File: config.mk
export PLATFORM = sky130hd
export DESIGN_NAME = ccr_regs
export DESIGN_NICKNAME = d
export VERILOG_FILES = /design/src/logic/ccr_pkg.sv /design/src/logic/ccr_regs.sv /design/src/logic/ccr_wake_timer.sv
export SDC_FILE = /design/constraint.sdc
export NUM_CORES = 1
export LEC_CHECK = 0
export ABC_AREA = 1
export BUFFER_PORTS_ARGS = -buffer_cell sky130_fd_sc_hd__buf_2
export CORE_UTILIZATION = 29
export CTS_BUF_LIST = sky130_fd_sc_hd__clkbuf_16
export CTS_CLUSTER_DIAMETER = 50
export DETAILED_ROUTE_END_ITERATION = 8
export SLEW_MARGIN = 15
export SYNTH_ARGS = -nofsm -noshare
export SYNTH_HDL_FRONTEND = slang
export SYNTH_SLANG_ARGS = --single-unit
File: constraint.sdc
create_clock -name clk_i -period 1.94 [get_ports clk_i]
set_input_delay 0.097 -clock clk_i [delete_from_list [all_inputs] [get_ports clk_i]]
set_output_delay 0.097 -clock clk_i [all_outputs]
set_load 0.02 [all_outputs]
File: src/logic/ccr_pkg.sv
// package for the charger mode control register pair
// assumes an 8-bit register access port from the serial front end
package ccr_pkg;
  localparam logic [7:0] CCR_ADDR_A    = 8'h12;
  localparam logic [7:0] CCR_ADDR_B    = 8'h13;
  localparam logic [7:0] CCR_RESET_A   = 8'h00;
  localparam logic [7:0] CCR_RESET_B   = 8'h00;
  // control a field positions
  localparam int CCR_A_GATE_OFF    = 7;
  localparam int CCR_A_REV_ON      = 6;
  localparam int CCR_A_REV_PSK_OFF = 5;
  localparam int CCR_A_FWD_PSK_OFF = 4;
  localparam int CCR_A_WAKE_SEL    = 3;
  localparam int CCR_A_LIN_OFF     = 2;
  localparam int CCR_A_REV_AUD_OFF = 1;
  localparam int CCR_A_FWD_AUD_OFF = 0;
  // control b field positions
  localparam int CCR_B_IN2_ON      = 7;
  localparam int CCR_B_IN1_ON      = 6;
  localparam int CCR_B_FREQ_SEL    = 5;
  localparam int CCR_B_IND_OFF     = 4;
  localparam int CCR_B_RAIL_HIC    = 3;
  localparam int CCR_B_UV_HIC      = 2;
  // bits of control a cleared on watchdog expiry
  localparam logic [7:0] CCR_WD_MASK_A = 8'h66;
  // bits of control b cleared on watchdog expiry
  localparam logic [7:0] CCR_WD_MASK_B = 8'h10;
  // writable bits of control b (low two belong elsewhere)
  localparam logic [7:0] CCR_RW_MASK_B = 8'hFC;
  // wake hold times
  localparam int CCR_WAKE_LONG_MS  = 1000;
  localparam int CCR_WAKE_SHORT_MS = 15;
  localparam int CCR_CLK_KHZ       = 100000;
  localparam longint CCR_WAKE_LONG_CYC =
    longint'(CCR_WAKE_LONG_MS) * CCR_CLK_KHZ;
  localparam longint CCR_WAKE_SHORT_CYC =
    longint'(CCR_WAKE_SHORT_MS) * CCR_CLK_KHZ;
  // switching frequency codes
  localparam logic CCR_FREQ_HIGH = 1'b0;
  localparam logic CCR_FREQ_LOW  = 1'b1;
  typedef enum logic [1:0] {CCR_ST_INIT, CCR_ST_RUN} ccr_state_t;
endpackage : ccr_pkg

File: src/logic/ccr_regs.sv
// charger mode control registers a and b with their derived controls
// assumes the serial front end gives one-cycle write strobes and reads
// the data word combinationally addressed; lock and strap inputs are
// stable at the release of reset
//
// Operation
// - global off forces both gate drives low
// - reverse bit enables reverse power delivery
// - bit five disables reverse pulse skipping
// - bit four disables forward pulse skipping
// - wake bit selects one second or 15ms
// - bit two disables precharge linear mode
// - bit one disables reverse audio guard
// - bit zero disables forward audio guard
// - input two drive locked off if absent
// - input one drive locked off if absent
// - frequency select; reset value from strap pin
// - bit four of b disables indicator pin
// - bit three of b disables rail hiccup
// - bit two of b disables undervolt hiccup
`timescale 1ns/1ps
module ccr_regs
  import ccr_pkg::*;
#(
  parameter longint WAKE_LONG_CYC  = ccr_pkg::CCR_WAKE_LONG_CYC,
  parameter longint WAKE_SHORT_CYC = ccr_pkg::CCR_WAKE_SHORT_CYC
) (
  input  wire logic       clk_i,
  input  wire logic       reset_i,
  input  wire logic       reg_reset_i,
  input  wire logic       watchdog_expired_i,
  input  wire logic [7:0] addr_i,
  input  wire logic       wr_en_i,
  input  wire logic [7:0] wr_data_i,
  output logic      [7:0] rd_data_o,
  input  wire logic       strap_config_pin_i,
  input  wire logic       input1_fitted_i,
  input  wire logic       input2_fitted_i,
  input  wire logic       wake_button_pin_n_i,
  output logic            gate_drive_global_off_o,
  output logic            input1_gate_drive_on_o,
  output logic            input2_gate_drive_on_o,
  output logic            reverse_power_on_o,
  output logic            reverse_pulse_skip_off_o,
  output logic            forward_pulse_skip_off_o,
  output logic            ship_wake_hold_select_o,
  output logic            precharge_linear_mode_off_o,
  output logic            reverse_audio_guard_off_o,
  output logic            forward_audio_guard_off_o,
  output logic            switching_frequency_select_o,
  output logic            indicator_pin_off_o,
  output logic            rail_short_hiccup_off_o,
  output logic            reverse_undervolt_hiccup_off_o,
  output logic            ship_wake_o
);
  import ccr_pkg::*;

  // ********************************************************************
  // power-on capture of straps and fitted switches
  // ********************************************************************
  ccr_state_t state_q;
  logic       strap_q;
  logic       in1_ok_q;
  logic       in2_ok_q;

  // caught by the clock after release so no port feeds a reset value
  // fitted levels are looked at once only; a later change on those pins
  // cannot unlock a drive that power-on found absent
  always_ff @(posedge clk_i) begin
    if (reset_i) begin
      state_q <= CCR_ST_INIT;
    end else begin
      case (state_q)
        CCR_ST_INIT: state_q <= CCR_ST_RUN;
        CCR_ST_RUN:  state_q <= CCR_ST_RUN;
        default:     state_q <= CCR_ST_INIT;
      endcase
    end
  end

  always_ff @(posedge clk_i) begin
    if (reset_i) begin
      strap_q  <= 1'b0;
      in1_ok_q <= 1'b0;
      in2_ok_q <= 1'b0;
    end else if (state_q == CCR_ST_INIT) begin
      strap_q  <= strap_config_pin_i;
      in1_ok_q <= input1_fitted_i;
      in2_ok_q <= input2_fitted_i;
    end
  end

  // ********************************************************************
  // register a
  // ********************************************************************
  logic [7:0] ctl_a_q;
  logic [7:0] ctl_b_q;
  logic       wr_a;
  logic       wr_b;

  logic       run;

  // ********************************************************************
  // write decode
  // ********************************************************************
  // writes in the capture cycle are refused so the strap load wins
  assign run  = (state_q == CCR_ST_RUN);
  assign wr_a = wr_en_i && run && (addr_i == CCR_ADDR_A);
  assign wr_b = wr_en_i && run && (addr_i == CCR_ADDR_B);

  // watchdog clears selected bits, register reset clears all
  // watchdog outranks a write in the same cycle: host has lost control
  always_ff @(posedge clk_i) begin
    if (reset_i || reg_reset_i) begin
      ctl_a_q <= CCR_RESET_A;
    end else if (watchdog_expired_i) begin
      ctl_a_q <= ctl_a_q & ~CCR_WD_MASK_A;
    end else if (wr_a) begin
      ctl_a_q <= wr_data_i;
    end
  end

  // ********************************************************************
  // register b
  // ********************************************************************
  logic [7:0] wr_b_val;
  logic       gate_off;

  // bit seven has no watchdog clear, so drives stay blocked on expiry
  assign gate_off = ctl_a_q[CCR_A_GATE_OFF];

  // lock gate drives when off or not fitted
  always_comb begin
    wr_b_val = wr_data_i & CCR_RW_MASK_B;
    if (gate_off || !in2_ok_q) begin
      wr_b_val[CCR_B_IN2_ON] = 1'b0;
    end
    if (gate_off || !in1_ok_q) begin
      wr_b_val[CCR_B_IN1_ON] = 1'b0;
    end
  end

  // frequency reset value loaded from the strap at power-on
  // register reset keeps strap value of frequency select
  always_ff @(posedge clk_i) begin
    if (reset_i) begin
      ctl_b_q <= CCR_RESET_B;
    end else if (state_q == CCR_ST_INIT || reg_reset_i) begin
      ctl_b_q <= CCR_RESET_B;
      ctl_b_q[CCR_B_FREQ_SEL] <= (state_q == CCR_ST_INIT) ?
                                 strap_config_pin_i : strap_q;
    end else if (watchdog_expired_i) begin
      ctl_b_q <= ctl_b_q & ~CCR_WD_MASK_B;
    end else if (wr_b) begin
      ctl_b_q <= wr_b_val;
    end else if (gate_off) begin
      // setting the global off also clears stored enables
      ctl_b_q[CCR_B_IN2_ON] <= 1'b0;
      ctl_b_q[CCR_B_IN1_ON] <= 1'b0;
    end
  end

  // ********************************************************************
  // readback and outputs
  // ********************************************************************
  // unmapped offsets read zero so a stray poll sees idle fields
  always_comb begin
    case (addr_i)
      CCR_ADDR_A: rd_data_o = ctl_a_q;
      CCR_ADDR_B: rd_data_o = ctl_b_q;
      default:    rd_data_o = 8'h00;
    endcase
  end


  // ********************************************************************
  // field outputs
  // ********************************************************************
  // fields leave straight from the register bits; only the gate drives
  // pass through logic, and that logic only ever forces them low
  assign gate_drive_global_off_o      = gate_off;
  // gated again so a same-cycle set never leaks a drive
  assign input1_gate_drive_on_o       = ctl_b_q[CCR_B_IN1_ON] && !gate_off;
  assign input2_gate_drive_on_o       = ctl_b_q[CCR_B_IN2_ON] && !gate_off;
  assign reverse_power_on_o           = ctl_a_q[CCR_A_REV_ON];
  assign reverse_pulse_skip_off_o     = ctl_a_q[CCR_A_REV_PSK_OFF];
  assign forward_pulse_skip_off_o     = ctl_a_q[CCR_A_FWD_PSK_OFF];
  assign ship_wake_hold_select_o      = ctl_a_q[CCR_A_WAKE_SEL];
  assign precharge_linear_mode_off_o  = ctl_a_q[CCR_A_LIN_OFF];
  assign reverse_audio_guard_off_o    = ctl_a_q[CCR_A_REV_AUD_OFF];
  assign forward_audio_guard_off_o    = ctl_a_q[CCR_A_FWD_AUD_OFF];
  assign switching_frequency_select_o = ctl_b_q[CCR_B_FREQ_SEL];
  assign indicator_pin_off_o          = ctl_b_q[CCR_B_IND_OFF];
  assign rail_short_hiccup_off_o      = ctl_b_q[CCR_B_RAIL_HIC];
  assign reverse_undervolt_hiccup_off_o = ctl_b_q[CCR_B_UV_HIC];


  // ********************************************************************
  // wake hold timer
  // ********************************************************************
  // the count restarts on every release, so a bouncing pin waits again
  // hold time chosen by the wake select bit
  ccr_wake_timer #(
    .LONG_CYC  (WAKE_LONG_CYC),
    .SHORT_CYC (WAKE_SHORT_CYC)
  ) u_wake (
    .clk_i               (clk_i),
    .reset_i             (reset_i),
    .wake_button_pin_n_i (wake_button_pin_n_i),
    .short_sel_i         (ctl_a_q[CCR_A_WAKE_SEL]),
    .wake_o              (ship_wake_o)
  );
endmodule : ccr_regs

File: src/logic/ccr_wake_timer.sv
// ship-mode wake hold timer: counts how long the wake pin is held low
// assumes the wake pin is already synchronous to clk_i
`timescale 1ns/1ps
module ccr_wake_timer #(
  parameter longint LONG_CYC  = 100000000,
  parameter longint SHORT_CYC = 1500000
) (
  input  wire logic clk_i,
  input  wire logic reset_i,
  input  wire logic wake_button_pin_n_i,
  input  wire logic short_sel_i,
  output logic      wake_o
);
  logic [31:0] cnt_q;
  logic [31:0] limit;

  assign limit = short_sel_i ? SHORT_CYC[31:0] : LONG_CYC[31:0];

  // count while held low, restart on release
  always_ff @(posedge clk_i) begin
    if (reset_i || wake_button_pin_n_i) begin
      cnt_q <= 32'h0;
    end else if (cnt_q < limit) begin
      cnt_q <= cnt_q + 32'h1;
    end
  end

  // one pulse when the hold time is reached
  always_ff @(posedge clk_i) begin
    if (reset_i) begin
      wake_o <= 1'b0;
    end else begin
      wake_o <= !wake_button_pin_n_i && (cnt_q == limit - 32'h1);
    end
  end
endmodule : ccr_wake_timer

==> metrics.cfg <==
[timing]
min_period_over_period=0.9743
fmaxAchievable_mhz=529.0
grt_setup_unrepaired=true
worst_pin_slew_ns=0.3321
hold_violation_count_in_the_final_report=0
finalSetupViolations=0
max_slew_headroom_at_the_worst_pin=0.7778
fin_worst_skew_ns=0.004482
report.final.slew_viol_count=0
layout_setup_ws_ns=0.04980
holdWs_ns=0.04773
final_period_demand_of_the_worst_path_ns=1.890

[yosys]
synth.yosys.warnings=0
postSynthCellCount=504
synth_cell_types=35
synth.net_count=540
yosys_register_bits=51
avgSynthCellArea_sq_um=6.410
summed_instance_area_of_the_synthesized_netlist_sq_um=3231
synth-seq-area-share=0.3160

[cells_and_area]
filler_free_cell_count_of_the_finished_design=712
nNetsFinal=607
area_growth_pct=26.14
antenna_cells=0
fraction_of_layout_cells_with_a_size_suffix_above_1=0.2343

[drt]
avgRoutedWirePerCell_um=13.03
detail_route.wirelength_um=9279
drt-initial-drc-count=299
route.top_layer_used=met4
met2_routed_wirelength_um=4623
route.vias.total=3433
met3WireLength_um=355
drt-pass1-iter-count=5
remaining_antenna_violation_count_after_routing=0
met1_length_um=4164
detail_route.vias_per_cell=4.822
drc=0

[worst_setup_path]
worst_endpoint_data_arrival_time_ns=2.11
startpoint_type=flip-flop
cpMaxStageDelayCell=sky130_fd_sc_hd__dfxtp_4
cpPeakStageDelay_ns=0.37
endpoint_kind=flip-flop
cp.required_ns=2.16
timing_worst_setup_path_type=flip-flop to flip-flop
crit_chain=buf_8 -> ha_4 -> nand2_2 -> buf_4 -> nor2_4 -> nand2_2 -> nor2_1 -> nand2_1 -> nand3_4 -> buf_6 -> nand2_1 -> a21oi_1
path_max_fanout=7

[die]
initial_utilization=0.2980
die_h_um=107.5
top_level_ports=48
std_cell_rows=38
area_inside_the_core_boundary_sq_um=10840
chipWidth_um=107.5
die_area_sq_um=11570

[global_routing]
grt.total_usage=0.1563
global_route.overflow_total=0
antenna_violations_before_repair=0
grt_max_degree=23
first_global_vias=3113
grt_pass1_wl_um=14500

[run_status]
run_status=finished, final reports clean

[cts]
tritoncts.num_buffers=5
clkSlewWorstSetupHoldPaths_ns=0.07
insertion_delay_ns=0.29
cts_tree=yes
tritoncts_num_sinks=51
htree_levels=2
cts.path.max_buffers=2
root_buffer_cell=sky130_fd_sc_hd__clkbuf_16

[place]
gp_congestion=0.8877
post-dp-hpwl_um=6765
dp.cells=698
numPortBuffers=47
dp_worst_setup_slack_ns=0.06236

[worst_hold_path]
worst_hold_path_type=input port to flip-flop

[flow_run]
max-cap-violations=0

[power]
powerDensity_nw_per_um2=502.5
total_leakage_power_nw=1.628
max-vdd-ir-drop_uv=342.8

## synth_stat cells (all sizes together)
cell    number  area, sq um
buf          8        62.56
nand2      142        560.5
a211oi       1        7.510
xor2         7        61.31
ha          11        137.6
nor3         5        25.02
o21ai       19        95.09
clkbuf       2        7.510
nand4       23        143.9
or2          2        12.52
nor4         1        6.260
nand3       36        200.2
nand3b       4        30.03
inv         65        244.0
xnor2        2        17.52
nor2        78        345.3
clkinv       2        7.510
mux2i        1        10.01
o22ai        3        18.77
dfxtp       51         1021
and3         1        6.260
a21oi       38        193.9
nor3b        1        7.510
and2         1        8.760
## area by class of cell
type                       count  area (sq um)
clock buffer                   5         125.1
clock inverter                 3         18.77
fill                        1154          6765
inverter                      67         254.0
multi-input combinational    376          1996
sequential                    51          1025
tap                          140         175.2
timing repair buffer          70         481.7
## cell usage in the layout (no fill, tap or decap), types with 2 or more instances in the layout
master | synthesis | final
sky130_fd_sc_hd__buf_6 | 2 | 5
sky130_fd_sc_hd__nand3_1 | 32 | 32
sky130_fd_sc_hd__nand4_1 | 23 | 23
sky130_fd_sc_hd__o21ai_1 | 1 | 2
sky130_fd_sc_hd__nor2_2 | 9 | 10
sky130_fd_sc_hd__clkbuf_16 | 0 | 7
sky130_fd_sc_hd__xnor2_1 | 2 | 2
sky130_fd_sc_hd__nor3_1 | 5 | 5
sky130_fd_sc_hd__clkinv_2 | 0 | 2
sky130_fd_sc_hd__dfxtp_1 | 51 | 50
sky130_fd_sc_hd__inv_1 | 60 | 58
sky130_fd_sc_hd__nand3b_1 | 4 | 4
sky130_fd_sc_hd__buf_2 | 2 | 47
sky130_fd_sc_hd__ha_1 | 11 | 6
sky130_fd_sc_hd__inv_2 | 5 | 6
sky130_fd_sc_hd__o22ai_1 | 3 | 3
sky130_fd_sc_hd__a21oi_2 | 1 | 6
sky130_fd_sc_hd__ha_4 | 0 | 3
sky130_fd_sc_hd__a21oi_1 | 37 | 31
sky130_fd_sc_hd__clkinv_1 | 2 | 2
sky130_fd_sc_hd__nand2_1 | 133 | 126
sky130_fd_sc_hd__nand2_2 | 8 | 15
sky130_fd_sc_hd__nand3_2 | 4 | 3
sky130_fd_sc_hd__xor2_1 | 7 | 7
sky130_fd_sc_hd__nor2_4 | 4 | 5
sky130_fd_sc_hd__ha_2 | 0 | 2
sky130_fd_sc_hd__buf_4 | 4 | 14
sky130_fd_sc_hd__o21ai_0 | 18 | 17
sky130_fd_sc_hd__nor2_1 | 65 | 63
## worst max-delay path, delay by kind of cell (launching register included)
kind,cells,cell delay [ns]
buf+inv,3,0.42
fa+ha+maj,1,0.26
flops,1,0.37
simple gates,7,0.62
compound gates,1,0.14
## power breakdown
group / internal (mW) / leakage [nW] / switching [mW]
clock: 0.479 / 0.0740 / 0.409
combinational: 0.0413 / 1.14 / 0.0582
sequential: 1.05 / 0.413 / 0.00631
total: 1.57 / 1.63 / 0.474
## per-layer routing
metal	vias up	GRT usage
met5	-	0
met4	0	0.05675
met3	8	0.02482
met2	72	0.2715
met1	1597	0.1932
li1	1756	-
## sequential cells by signal, indices dropped and copies added (netlist names)
name and count:
ctl_a_q 8, ctl_b_q 6, in1_ok_q 1, in2_ok_q 1, state_q 1, strap_q 1, u_wake.cnt_q 32, u_wake.wake_o 1
## repair_timing
action                                  CTS  global route
resized for setup                         0            35
hold buffers                              0             0
endpoints found under the setup margin    0            28
setup buffers                             0             2
## cells by family (layout without fill, tap and decap cells)
kind of cell / Yosys count / after routing / synth area share
DFF: 51 / 51 / 0.3160
muxes: 1 / 1 / 0.003098
AOI/OAI and AO/OA: 61 / 61 / 0.09760
buffers and inverters: 77 / 145 / 0.09954
adders and majority gates: 11 / 11 / 0.04260
xor gates and xnor gates: 9 / 9 / 0.02440
and+or+nand+nor: 294 / 294 / 0.4167
## metrics by stage
stage               setup TNS (ns)    util  cell area [sq um]  power (mW)
global placement                 0  0.3425               3712       1.182
CTS                              0  0.3557               3856       2.078
floorplan                        0       -               3232       1.131
finish                           0  0.3759               4075       2.048
detailed placement               0  0.3425               3712       1.184
global route                -1.259  0.3759               4075       2.127
## worst paths after layout
check,from,endpoint,slack [ns],cells past startpoint
setup / recovery,ctl_a_q[3]$_SDFFE_PP0P_,u_wake.cnt_q[25]$_SDFFE_PP0N_,0.05,12
hold / removal,reset_i,strap_q$_SDFF_PP0_,0.05,2
setup reg to reg,ctl_a_q[3]$_SDFFE_PP0P_,u_wake.cnt_q[25]$_SDFFE_PP0N_,0.05,12
hold reg to reg,u_wake.cnt_q[30]$_SDFFE_PP0N_,u_wake.cnt_q[30]$_SDFFE_PP0N_,0.44,2
No activity file was read; power rests on OpenSTA's default activity.
